File: config.mk
export PLATFORM = sky130hd
export DESIGN_NAME = idd_core
export DESIGN_NICKNAME = d
export VERILOG_FILES = /design/src/idd_core.v /design/src/idd_buf2.v
export VERILOG_INCLUDE_DIRS = /design/src
export SDC_FILE = /design/constraint.sdc
export NUM_CORES = 1
export LEC_CHECK = 0
export BUFFER_PORTS_ARGS = -buffer_cell sky130_fd_sc_hd__buf_2
export CAP_MARGIN = 15
export CORE_UTILIZATION = 58
export CTS_BUF_LIST = sky130_fd_sc_hd__clkbuf_4 sky130_fd_sc_hd__clkbuf_8
export CTS_CLUSTER_DIAMETER = 120
export CTS_CLUSTER_SIZE = 25
export DETAILED_ROUTE_END_ITERATION = 10
export PLACE_DENSITY_LB_ADDON = 0.1
export SKIP_LAST_GASP = 1
export SLEW_MARGIN = 10
export SYNTH_ARGS = -nofsm -noshare
export SYNTH_HDL_FRONTEND = slang
export SYNTH_SLANG_ARGS = --single-unit
export TNS_END_PERCENT = 10
File: constraint.sdc
create_clock -name sys_clk -period 2.85 [get_ports sys_clk]
set_clock_uncertainty 0.15 [all_clocks]
set_input_delay 0.1425 -clock sys_clk [delete_from_list [all_inputs] [get_ports sys_clk]]
set_output_delay 0.1425 -clock sys_clk [all_outputs]
set_load 0.05 [all_outputs]
File: src/idd_defs.vh
`ifndef IDD_DEFS_VH
`define IDD_DEFS_VH

// ----------------------------------------------------------------
// Word length codes
// ----------------------------------------------------------------
`define IDD_WL_8            4'h0
`define IDD_WL_10           4'h1
`define IDD_WL_12           4'h2
`define IDD_WL_14           4'h3
`define IDD_WL_16           4'h4
`define IDD_WL_18           4'h5
`define IDD_WL_20           4'h6
`define IDD_WL_24           4'h7
`define IDD_WL_32           4'h8

// ----------------------------------------------------------------
// Frame-sync divider codes that change the loopback latency
// ----------------------------------------------------------------
`define IDD_FSYNC_DIV_0     3'h0
`define IDD_FSYNC_DIV_1     3'h1

// ----------------------------------------------------------------
// Pipeline depths in frames (zero frames before the first word)
// ----------------------------------------------------------------
`define IDD_TX_DLY_PACK     3'h5
`define IDD_TX_DLY_NOPACK   3'h3
`define IDD_RX_DLY_SHORT    3'h2
`define IDD_RX_DLY_LONG     3'h3
`define IDD_LB_DLY_8_DIV0   3'h6
`define IDD_LB_DLY_8        3'h5
`define IDD_LB_DLY_16_DIV1  3'h4
`define IDD_LB_DLY_16       3'h3
`define IDD_LB_DLY_WIDE     3'h3
`define IDD_LB_DLY_NOPACK   3'h2
`define IDD_PIPE_DEPTH      6
`define IDD_WORD_W          32

`endif

File: src/idd_core.v
// Summary of operation
// - Packing on: first five transmit frames are zero, host data on sixth.
// - Packing off: first three transmit frames are zero, host data on fourth.
// - 8-bit and 18-32 bit words: first two received frames read zero.
// - 10-16 bit words: first three received frames read zero.
// - Loopback, packed, 8-bit, divider 000: first data on seventh sample.
// - Loopback, packed, 8-bit, divider 001-101: first data on sixth sample.
// - Loopback, packed, 10-16 bit, divider 001: first data on fifth sample.
// - Loopback, packed, 10-16 bit, divider 010-101: data on fourth sample.
// - Loopback, unpacked, any length and divider: data on third sample.
`include "idd_defs.vh"
`default_nettype none

module idd_core #(
  parameter WORD_W = `IDD_WORD_W,
  parameter DEPTH  = `IDD_PIPE_DEPTH
) (
  input  wire              sys_clk,           // System clock, 50 MHz
  input  wire              resetn,            // Synchronous reset, low
  input  wire              clkEn,             // Freezes state while low
  input  wire              packEn,            // Word packing setting
  input  wire [3:0]        wordLen,           // Word length code
  input  wire [2:0]        frameSyncDivider,  // Frame-sync divider field
  input  wire              loopbackEn,        // Transmit fed back to receive
  input  wire [WORD_W-1:0] txData,            // Host transmit word
  input  wire              txValid,           // Host offers a word
  output wire              txReady,           // Room for a word
  output wire [WORD_W-1:0] rxData,            // Received word
  output wire              rxValid,           // One-cycle word strobe
  input  wire              bitClk,            // Link bit clock pin
  input  wire              frameSync,         // Link frame sync pin
  input  wire              serialDataIn,      // Link receive data pin
  output wire              serialDataOut      // Link transmit data pin
);

  // ----------------------------------------------------------------
  // Pin synchronisers and edge detection
  // ----------------------------------------------------------------
  reg        bclkS1_ff, bclkS2_ff, bclkS3_ff;
  reg        fsS1_ff, fsS2_ff, fsLast_ff;
  reg        sdS1_ff, sdS2_ff;

  // Two stages per pin, three on the bit clock; its edge detector compares stages two and three
  always @(posedge sys_clk) begin
    if (!resetn) begin
      bclkS1_ff <= 1'b0;
      bclkS2_ff <= 1'b0;
      bclkS3_ff <= 1'b0;
      fsS1_ff   <= 1'b0;
      fsS2_ff   <= 1'b0;
      sdS1_ff   <= 1'b0;
      sdS2_ff   <= 1'b0;
    end else if (clkEn) begin
      bclkS1_ff <= bitClk;
      bclkS2_ff <= bclkS1_ff;
      bclkS3_ff <= bclkS2_ff;
      fsS1_ff   <= frameSync;
      fsS2_ff   <= fsS1_ff;
      sdS1_ff   <= serialDataIn;
      sdS2_ff   <= sdS1_ff;
    end
  end

  wire bitRise    = bclkS2_ff & ~bclkS3_ff;
  wire bitFall    = ~bclkS2_ff & bclkS3_ff;
  wire frameStart = bitRise & fsS2_ff & ~fsLast_ff;

  // Frame sync level as seen at the previous bit-clock rise
  always @(posedge sys_clk) begin
    if (!resetn) begin
      fsLast_ff <= 1'b0;
    end else if (clkEn && bitRise) begin
      fsLast_ff <= fsS2_ff;
    end
  end

  // ----------------------------------------------------------------
  // Latency selection
  // ----------------------------------------------------------------
  reg  [5:0] wordBits;
  reg  [2:0] txDly;
  reg  [2:0] rxDly;
  wire       midLen = (wordLen >= `IDD_WL_10) && (wordLen <= `IDD_WL_16);

  // Bits per word for each length code
  always @* begin
    case (wordLen)
      `IDD_WL_8:  wordBits = 6'h08;
      `IDD_WL_10: wordBits = 6'h0a;
      `IDD_WL_12: wordBits = 6'h0c;
      `IDD_WL_14: wordBits = 6'h0e;
      `IDD_WL_16: wordBits = 6'h10;
      `IDD_WL_18: wordBits = 6'h12;
      `IDD_WL_20: wordBits = 6'h14;
      `IDD_WL_24: wordBits = 6'h18;
      default:    wordBits = 6'h20;
    endcase
  end

  // In loopback the whole latency sits on the receive side, so the
  // count is to the first looped sample, not a sum of both paths
  always @* begin
    txDly = packEn ? `IDD_TX_DLY_PACK : `IDD_TX_DLY_NOPACK;
    rxDly = midLen ? `IDD_RX_DLY_LONG : `IDD_RX_DLY_SHORT;
    if (loopbackEn) begin
      txDly = 3'h0;
      if (!packEn) begin
        rxDly = `IDD_LB_DLY_NOPACK;
      end else if (wordLen == `IDD_WL_8) begin
        if (frameSyncDivider == `IDD_FSYNC_DIV_0) begin
          rxDly = `IDD_LB_DLY_8_DIV0;
        end else begin
          rxDly = `IDD_LB_DLY_8;
        end
      end else if (midLen) begin
        if (frameSyncDivider <= `IDD_FSYNC_DIV_1) begin
          rxDly = `IDD_LB_DLY_16_DIV1;
        end else begin
          rxDly = `IDD_LB_DLY_16;
        end
      end else begin
        rxDly = `IDD_LB_DLY_WIDE;
      end
    end
  end

  // ----------------------------------------------------------------
  // Transmit path
  // ----------------------------------------------------------------
  wire [WORD_W-1:0]       bufData;
  wire                    bufValid;
  wire                    bufPop = frameStart & clkEn;
  reg  [DEPTH*WORD_W-1:0] txPipe_ff;
  reg  [WORD_W-1:0]       txShift_ff;
  reg                     serialDataOut_ff;
  reg  [WORD_W-1:0]       txWord;
  wire [2:0]              txIdx = txDly - 3'h1;

  // Host words wait here so a late frame loses nothing
  idd_buf2 #(
    .WIDTH    (WORD_W)
  ) u_txBuf (
    .sys_clk  (sys_clk),
    .resetn   (resetn),
    .clkEn    (clkEn),
    .inData   (txData),
    .inValid  (txValid),
    .inReady  (txReady),
    .outData  (bufData),
    .outValid (bufValid),
    .outReady (bufPop)
  );

  // An empty buffer at frame start sends a zero word (underrun)
  wire [WORD_W-1:0] popWord = bufValid ? bufData : {WORD_W{1'b0}};

  // Word leaving the pipeline this frame
  always @* begin
    if (txDly == 3'h0) begin
      txWord = popWord;
    end else begin
      txWord = txPipe_ff[txIdx*WORD_W +: WORD_W];
    end
  end

  // Pipeline clears to zero, so the first frames go out as zeros
  always @(posedge sys_clk) begin
    if (!resetn) begin
      txPipe_ff <= {DEPTH*WORD_W{1'b0}};
    end else if (clkEn && frameStart) begin
      txPipe_ff <= {txPipe_ff[(DEPTH-1)*WORD_W-1:0], popWord};
    end
  end

  // Left-justify on load, then MSB first on each falling edge; the
  // bits past the word length shift out as zeros
  always @(posedge sys_clk) begin
    if (!resetn) begin
      txShift_ff       <= {WORD_W{1'b0}};
      serialDataOut_ff <= 1'b0;
    end else if (clkEn) begin
      if (frameStart) begin
        txShift_ff <= txWord << (6'h20 - wordBits);
      end else if (bitFall) begin
        serialDataOut_ff <= txShift_ff[WORD_W-1];
        txShift_ff       <= {txShift_ff[WORD_W-2:0], 1'b0};
      end
    end
  end

  // ----------------------------------------------------------------
  // Receive path
  // ----------------------------------------------------------------
  reg  [WORD_W-1:0]       rxShift_ff;
  reg  [5:0]              rxCnt_ff;
  reg                     rxArmed_ff;
  reg  [DEPTH*WORD_W-1:0] rxPipe_ff;
  reg  [WORD_W-1:0]       rxData_ff;
  reg                     rxValid_ff;
  reg  [WORD_W-1:0]       rxWord;
  wire [2:0]              rxIdx = rxDly - 3'h1;
  wire                    rxBit = loopbackEn ? serialDataOut_ff : sdS2_ff;
  wire                    rxPush = frameStart & rxArmed_ff;

  // Word leaving the receive pipeline this frame
  always @* begin
    if (rxDly == 3'h0) begin
      rxWord = rxShift_ff;
    end else begin
      rxWord = rxPipe_ff[rxIdx*WORD_W +: WORD_W];
    end
  end

  // Bits gather right-justified; a frame closes at the next sync
  always @(posedge sys_clk) begin
    if (!resetn) begin
      rxShift_ff <= {WORD_W{1'b0}};
      rxCnt_ff   <= 6'h00;
      rxArmed_ff <= 1'b0;
    end else if (clkEn) begin
      if (frameStart) begin
        rxShift_ff <= {WORD_W{1'b0}};
        rxCnt_ff   <= 6'h00;
        rxArmed_ff <= 1'b1;
      end else if (bitRise && rxArmed_ff && rxCnt_ff < wordBits) begin
        rxShift_ff <= {rxShift_ff[WORD_W-2:0], rxBit};
        rxCnt_ff   <= rxCnt_ff + 6'h01;
      end
    end
  end

  // Zeros leave first; the consumer is expected to drop them
  always @(posedge sys_clk) begin
    if (!resetn) begin
      rxPipe_ff  <= {DEPTH*WORD_W{1'b0}};
      rxData_ff  <= {WORD_W{1'b0}};
      rxValid_ff <= 1'b0;
    end else if (clkEn) begin
      rxValid_ff <= rxPush;
      if (rxPush) begin
        rxPipe_ff <= {rxPipe_ff[(DEPTH-1)*WORD_W-1:0], rxShift_ff};
        rxData_ff <= rxWord;
      end
    end
  end

  assign rxData        = rxData_ff;
  assign rxValid       = rxValid_ff;
  assign serialDataOut = serialDataOut_ff;

endmodule // idd_core

`default_nettype wire

File: src/idd_buf2.v
`default_nettype none

// ----------------------------------------------------------------
// Two-entry buffer between the host and the transmitter
// ----------------------------------------------------------------
module idd_buf2 #(
  parameter WIDTH = 32
) (
  input  wire             sys_clk,   // System clock
  input  wire             resetn,    // Synchronous reset, active low
  input  wire             clkEn,     // Freezes state while low
  input  wire [WIDTH-1:0] inData,    // Word from the source
  input  wire             inValid,   // Source offers a word
  output wire             inReady,   // Buffer has room
  output wire [WIDTH-1:0] outData,   // Oldest word
  output wire             outValid,  // Buffer holds a word
  input  wire             outReady   // Sink takes the word
);

  reg [WIDTH-1:0] mem [0:1];
  reg             wrPtr_ff;
  reg             rdPtr_ff;
  reg [1:0]       count_ff;
  reg             inReady_ff;
  reg [1:0]       nxt_count;

  wire push = inValid & inReady_ff;
  wire pop  = outReady & (count_ff != 2'h0);

  // Occupancy after this cycle's push and pop
  always @* begin
    nxt_count = count_ff;
    if (push & ~pop) begin
      nxt_count = count_ff + 2'h1;
    end else if (pop & ~push) begin
      nxt_count = count_ff - 2'h1;
    end
  end

  // Ready is registered so the host sees a clean level
  always @(posedge sys_clk) begin
    if (!resetn) begin
      wrPtr_ff   <= 1'b0;
      rdPtr_ff   <= 1'b0;
      count_ff   <= 2'h0;
      inReady_ff <= 1'b0;
    end else if (clkEn) begin
      if (push) begin
        wrPtr_ff <= ~wrPtr_ff;
      end
      if (pop) begin
        rdPtr_ff <= ~rdPtr_ff;
      end
      count_ff   <= nxt_count;
      inReady_ff <= (nxt_count != 2'h2);
    end
  end

  // Storage needs no reset: nothing reads an empty slot
  always @(posedge sys_clk) begin
    if (clkEn && push) begin
      mem[wrPtr_ff] <= inData;
    end
  end

  assign inReady  = inReady_ff;
  assign outValid = (count_ff != 2'h0);
  assign outData  = mem[rdPtr_ff];

endmodule // idd_buf2

`default_nettype wire

==> results.py, run 1 <==
metrics = {
    "synth": {
        "yosysSeqAreaShare_pct": 47.39,
        "yosys_warnings": 0,
        "synthesis.instances": 2603,
        "synth.avg_cell_area_um2": 9.203,
        "async_flop_share_pct": 0,
        "ys_ff_latch": 535,
        "syn_area_um2": 23950,
        "synth-edff-count": 64,
        "yosysUniqueCellTypes": 73,
        "syn_nets": 2660,
        "ys.flop_type": "dfxtp_1",
    },
    "route": {
        "wl_per_cell_um": 17.64,
        "via_per_inst": 5.890,
        "ant_nets": 0,
        "routed_wl_mm": 55.85,
        "drc_errors": 0,
        "drt_pass1_iterations": 5,
        "drtIter0Drc": 1540,
        "via_count": 18649,
    },
    "layout": {
        "fin_cells": 3166,
        "nets": 2683,
        "antenna_cells": 0,
        "fill_cells": 3409,
        "mostFrequentLayoutCell": "nand2_1",
        "final_cell_mix": "nand2_1, dfxtp_1, a21boi_0, mux2i_1, buf_2",
        "drive_gt1_share_pct": 11.47,
        "syn2layout_area_growth_pct": 8.666,
    },
    "worst_setup_path": {
        "critical_path_class": "reg2reg",
        "cp_common_cell": "nand2b_1",
        "cp-end-kind": "flop",
        "cp.required_ps": 3300,
        "path_cells": "inv_1 -> ha_1 -> nand2b_1 -> buf_4 -> o22ai_1 -> mux2i_1 -> mux4_2 -> nand2b_1 -> a21oi_1",
        "worstPathArrival_ps": 3260,
        "cp_slowest_cell": "mux4_2",
        "start_kind": "flop",
        "critPathMaxStageDelay_ps": 500,
        "path_max_fanout": 12,
    },
    "global_route": {
        "grt_max_degree": 192,
        "grt_pass1_vias": 17175,
        "grt_pass1_wl_mm": 90.25,
        "antenna_found_initial": 0,
        "overflow": 0,
        "globalRouteTotalUtil_pct": 26.31,
    },
    "die": {
        "start_util_pct": 58.80,
        "die-area_um2": 42120,
        "coreArea_um2": 40740,
        "num_io_pins": 83,
        "dieWidth_um": 205.2,
        "rows": 74,
        "dieHeight_um": 205.2,
    },
    "run_status": {
        "outcome": "finished clean",
    },
    "sta": {
        "fmax_mhz": 355.4,
        "worst_slew_pin_slew_ps": 1062,
        "report.final.slew_viol_count": 0,
        "slew_headroom_pct": 29.02,
        "timing.final.crit_period_ps": 2814,
        "hold_viol_final": 0,
        "fin_crit_sh_pct": 98.73,
        "rsz0062_at_grt": "yes",
        "setup_viol": 0,
        "tns_ps": 0,
    },
    "clock_tree": {
        "postCtsSetupRepairBufs": 0,
        "cts-htree-levels": 1,
        "clock_path_buffers": 3,
        "path_clk_slew_ps": 150,
        "clk_latency_ps": 650,
        "cts_root_buf": "clkbuf_8",
        "cts_sinks": 535,
        "cts-buffers-inserted": 25,
        "cts_tree": "built",
    },
    "placed_design": {
        "buffer_ports.inserted": 82,
        "gp_congestion": 0.9311,
        "dp_cells": 3081,
        "dp_hpwl_mm": 34.74,
    },
    "power": {
        "p_seq_share_pct": 64.9,
        "p_comb_share_pct": 8.0,
        "p_per_area_nw_per_um2": 453.3,
        "vdd_drop_max_mv": 0.4908,
        "p_int_w": 0.008995,
        "p_clk_share_pct": 27.1,
        "swShare_pct": 23.77,
        "p_leak_nw": 8.851,
        "netSwitchingPower_w": 0.002805,
    },
    "worst_hold_path": {
        "hp-class": "in2reg",
    },
    "job": {
        "maxCapViolations": 0,
    },
}
[final cells by class]
cell class | instances | area, um2 | share of cell area (%)
Multi-Input combinational cell | 1825 | 11630 | 44.66
Sequential cell | 535 | 11350 | 43.61
Timing Repair Buffer | 224 | 1887 | 7.249
Tap cell | 532 | 665.6 | 2.557
Clock buffer | 33 | 404.1 | 1.553
Inverter | 15 | 71.32 | 0.2740
Clock inverter | 2 | 23.77 | 0.09133
[cell usage after synthesis (32+ instances only)]
| cell | instances | area share (%) |
|---|---|---|
| nand2_1 | 741 | 12 |
| dfxtp_1 | 471 | 39 |
| a21boi_0 | 328 | 10 |
| clkbuf_1 | 161 | 2.5 |
| mux2i_1 | 113 | 4.7 |
| nor2_1 | 72 | 1.1 |
| or3_1 | 67 | 1.7 |
| edfxtp_1 | 64 | 8.0 |
| o31ai_1 | 63 | 2.0 |
| mux4_2 | 45 | 4.2 |
| o21ai_0 | 40 | 0.84 |
| and2_1 | 38 | 0.99 |
| a22o_1 | 33 | 1.2 |
| buf_2 | 32 | 0.67 |
| o2111ai_1 | 32 | 1.2 |
[registers in the layout (all words and copies together) (netlist names), named ones only]
signal and cells:
fsS1_ff 1, rxData 32, rxPipe_ff 192, rxShift_ff 32, fsS2_ff 1, u_txBuf.rdPtr_ff 1
fsLast_ff 1, rxCnt_ff 6, rxArmed_ff 1, u_txBuf.mem 64, serialDataOut 1, rxValid 1
txPipe_ff 160, bclkS1_ff 1, u_txBuf.count_ff 2, sdS1_ff 1, u_txBuf.inReady 1, bclkS2_ff 1
sdS2_ff 1, u_txBuf.wrPtr_ff 1, txShift_ff 32, bclkS3_ff 1
[cells by family (layout without fill, tap and decap cells)]
family	after synthesis	after routing	synth area share, %
AO/OA/AOI/OAI	656	656	20.51
XOR/XNOR	6	6	0.2821
adder cells (fa/ha/maj)	9	9	0.4701
buffers and inverters	243	274	4.612
flip-flops	535	535	47.39
multiplexers	169	169	9.485
AND/OR/NAND/NOR	985	985	17.25
[routing by layer]
metal  up-vias  wire, um  GRT usage [%]
met4         0       929          5.503
met2       371     25420          41.88
met3        63      2385          2.772
li1       9139         -              -
met5         -         0              0
met1      9076     27120          38.61
[critical path: cells and delay by family, from the launching register on]
| kind | cells | cell delay, ps |
|---|---|---|
| multiplexers | 2 | 770 |
| adder cells (fa/ha/maj) | 1 | 280 |
| AND/OR/NAND/NOR | 2 | 350 |
| AO/OA/AOI/OAI | 2 | 570 |
| buffers and inverters | 2 | 260 |
| flip-flops | 1 | 370 |
[per-stage QoR]
step                      power, W  cell area (um2)  hold slack, ps  setup slack, ps  utilization (%)
after floorplan           0.008425            23990           91.37           -87.85                -
after global placement    0.008687            25050           179.9            119.6            61.50
after detailed placement  0.008697            25050           184.0            106.5            61.50
after CTS                  0.01190            25980           2.318            57.95            63.77
after global routing       0.01222            26030           23.35           -1.390            63.89
final                      0.01180            26030           52.95            36.25            63.89
[what timing repair did]
| action | 4_1_cts | 5_1_grt |
|---|---|---|
| endpoints found under the setup margin | 0 | 3 |
| gates resized for setup | 0 | 9 |
| hold buffers | 50 | 0 |
| hold endpoints to repair | 145 | 0 |
[power by group through the flow]
stage                     registers (W)  logic, W  clock network (W)
after floorplan                 0.00782  0.000603                  0
after global placement          0.00782  0.000866                  0
after detailed placement        0.00782  0.000876                  0
after CTS                       0.00766  0.000934            0.00331
after global routing            0.00766   0.00100            0.00355
final                           0.00766  0.000942            0.00320
[final timing paths]
kind                                    start                      endpoint  slack [ps]  cells after the start
min reg2reg        txPipe_ff[51]$_SDFFE_PN0P_    txPipe_ff[83]$_SDFFE_PN0P_         290                      2
min                                txData[24]  u_txBuf.mem[1][24]$_DFFE_PP_          50                      2
max reg2reg  u_txBuf.count_ff[0]$_SDFFE_PN0P_   txShift_ff[23]$_SDFFE_PN0P_          40                      9
max          u_txBuf.count_ff[0]$_SDFFE_PN0P_   txShift_ff[23]$_SDFFE_PN0P_          40                      9
Power figures use the tool's default switching activity.
==> run 2: changes to the inputs <==
- CELL_PAD_IN_SITES_DETAIL_PLACEMENT: not set -> 1
- CELL_PAD_IN_SITES_GLOBAL_PLACEMENT: not set -> 1
- CORE_UTILIZATION: 58 -> 45
- GPL_TIMING_DRIVEN: not set -> 0
==> run 2 against run 1 <==
The flow now finishes with violations (setup timing). Clock-buffer cell count fell by 1. Global-route usage rose by 3.3 points. Core utilization fell by 13 points. Wire length rose by 45%. Combinational power rose by 13%. Critical path type unchanged. Largest power group unchanged.
==> results.py, run 2 (synthesized netlist as in run 1, its figures left out) <==
metrics = {
    "global_route": {
        "grt_max_degree": 27,
        "antenna_found_initial": 2,
        "overflow": 0,
        "grt_pass1_wl_mm": 123.6,
        "grt_pass1_vias": 20556,
        "globalRouteTotalUtil_pct": 29.66,
    },
    "clock_tree": {
        "clock_path_buffers": 3,
        "cts_sinks": 535,
        "cts_tree": "built",
        "path_clk_slew_ps": 150,
        "cts-buffers-inserted": 25,
        "cts_root_buf": "clkbuf_8",
        "cts-htree-levels": 1,
        "clk_latency_ps": 690,
    },
    "worst_setup_path": {
        "critical_path_class": "reg2reg",
        "cp_num_buf_inv": 2,
        "worstPathArrival_ps": 3380,
        "critPathMaxStageDelay_ps": 530,
        "cp_slowest_cell": "mux4_2",
        "start_kind": "flop",
        "critPathTopFamily": "multiplexers",
        "cp.required_ps": 3280,
        "path_max_fanout": 10,
        "path_cells": "buf_2 -> buf_4 -> mux2i_4 -> o22ai_1 -> mux2_2 -> mux4_2 -> a221oi_2 -> nor2_1",
        "cp-end-kind": "flop",
    },
    "route": {
        "via_count": 20418,
        "ant_nets": 0,
        "routed_wl_mm": 81.25,
        "drt_pass1_iterations": 7,
        "via_per_inst": 5.882,
        "wl_per_cell_um": 23.41,
        "drtIter0Drc": 1459,
        "drc_errors": 0,
    },
    "power": {
        "p_leak_nw": 8.980,
        "p_seq_share_pct": 63.4,
        "vdd_drop_max_mv": 0.3268,
        "p_per_area_nw_per_um2": 451.8,
        "swShare_pct": 25.53,
        "p_int_w": 0.008990,
        "netSwitchingPower_w": 0.003082,
        "p_clk_share_pct": 27.8,
        "power_w": 0.01207,
        "p_comb_share_pct": 8.8,
    },
    "layout": {
        "mostFrequentLayoutCell": "nand2_1",
        "fill_cells": 6052,
        "final_core_util_pct": 50.84,
        "nets": 2833,
        "top_regs": "rxPipe_ff: 192 flops, txPipe_ff: 160 flops, u_txBuf.mem: 64 flops",
        "regMostFlops": "rxPipe_ff",
        "largest_register_ffs": 192,
        "syn2layout_area_growth_pct": 11.54,
        "final_cell_mix": "nand2_1, dfxtp_1, a21boi_0, clkbuf_1, buf_2",
        "drive_gt1_share_pct": 11.21,
    },
    "sta": {
        "fin_crit_sh_pct": 103.5,
        "hold_viol_final": 0,
        "worst_slew_pin_slew_ps": 1034,
        "setup_viol": 13,
        "fmax_mhz": 338.9,
        "rsz0062_at_grt": "yes",
        "worst_slack_ps": -100.4,
        "report.final.slew_viol_count": 0,
        "slew_headroom_pct": 30.52,
        "tns_ps": -448.0,
        "timing.final.crit_period_ps": 2950,
    },
    "placed_design": {
        "gp_congestion": 0.9360,
        "buffer_ports.inserted": 78,
        "pre_cts_ws_ps": -1714,
        "dp_hpwl_mm": 58.76,
    },
    "die": {
        "dieHeight_um": 232.7,
        "rows": 84,
        "start_util_pct": 45.58,
        "die-area_um2": 54160,
        "num_io_pins": 83,
        "dieWidth_um": 232.7,
        "coreArea_um2": 52550,
    },
    "run_status": {
        "violations": "setup timing",
        "outcome": "complete, but fails checks",
    },
    "job": {
        "maxCapViolations": 0,
    },
    "worst_hold_path": {
        "hp-class": "in2reg",
    },
}
-- run 2: cell types whose count changed in the layout (fill, tap and decap cells not counted), sizes merged --
cell         previous run  this run
buf                   174       147
diode                   0         1
inv                    16        15
clkbuf                 33       193
dlygate4sd3            50        66
-- run 2: path summary, 6_finish.rpt --
check,cells after the start,end,slack (ps),from
hold reg to reg,2,txPipe_ff[51]$_SDFFE_PN0P_,300,txPipe_ff[19]$_SDFFE_PN0P_
setup reg to reg,8,txShift_ff[14]$_SDFFE_PN0P_,-100,flop
setup / recovery,8,txShift_ff[14]$_SDFFE_PN0P_,-100,flop
hold / removal,2,u_txBuf.mem[0][25]$_DFFE_PP_,50,txData[25]
-- run 2: through the flow --
stage / hold slack, ps / cells / area (um2)
2_1_floorplan: 91.37 / 2603 / 23990
3_3_place_gp: 179.2 / 3369 / 25250
3_5_place_dp: 184.3 / 3371 / 25310
4_1_cts: 2.967 / 3469 / 26530
5_1_grt: 8.861 / 3470 / 26720
6_report: 47.33 / 3471 / 26720
-- run 2: repair_timing --
item	in CTS	in global routing
buffers inserted	0	2
setup endpoints to repair	133	264
hold endpoints to repair	106	0
hold buffers	66	0
pin swaps	0	1
resized for setup	48	67
-- run 2: layout make-up --
type | instances | area [um2] | share of cell area [%]
Buffer | 226 | 1150 | 4.304
Clock buffer | 32 | 396.6 | 1.484
Multi-Input combinational cell | 1825 | 11760 | 44.00
Clock inverter | 1 | 16.27 | 0.06088
Sequential cell | 535 | 11350 | 42.50
Tap cell | 688 | 860.8 | 3.222
Inverter | 15 | 75.07 | 0.2810
Timing Repair Buffer | 148 | 1106 | 4.140
Antenna cell | 1 | 2.502 | 0.009366
-- run 2: per-layer routing --
layer,up-vias,track usage (%),routed length (um),part of all wire [%]
li1,9450,-,-,-
met1,10370,44.32,39440,49
met2,517,45.74,35750,44
met3,81,3.578,4751,5.8
met4,0,5.903,1304,1.6
met5,-,0,0,0
-- run 2: power by group through the flow --
stage                     registers [W]  logic (W)  clock network [W]
after floorplan                 0.00782   0.000603                  0
after global placement          0.00782   0.000916                  0
after detailed placement        0.00782   0.000942                  0
after CTS                       0.00766    0.00103            0.00340
after global routing            0.00766    0.00112            0.00361
final                           0.00766    0.00106            0.00335
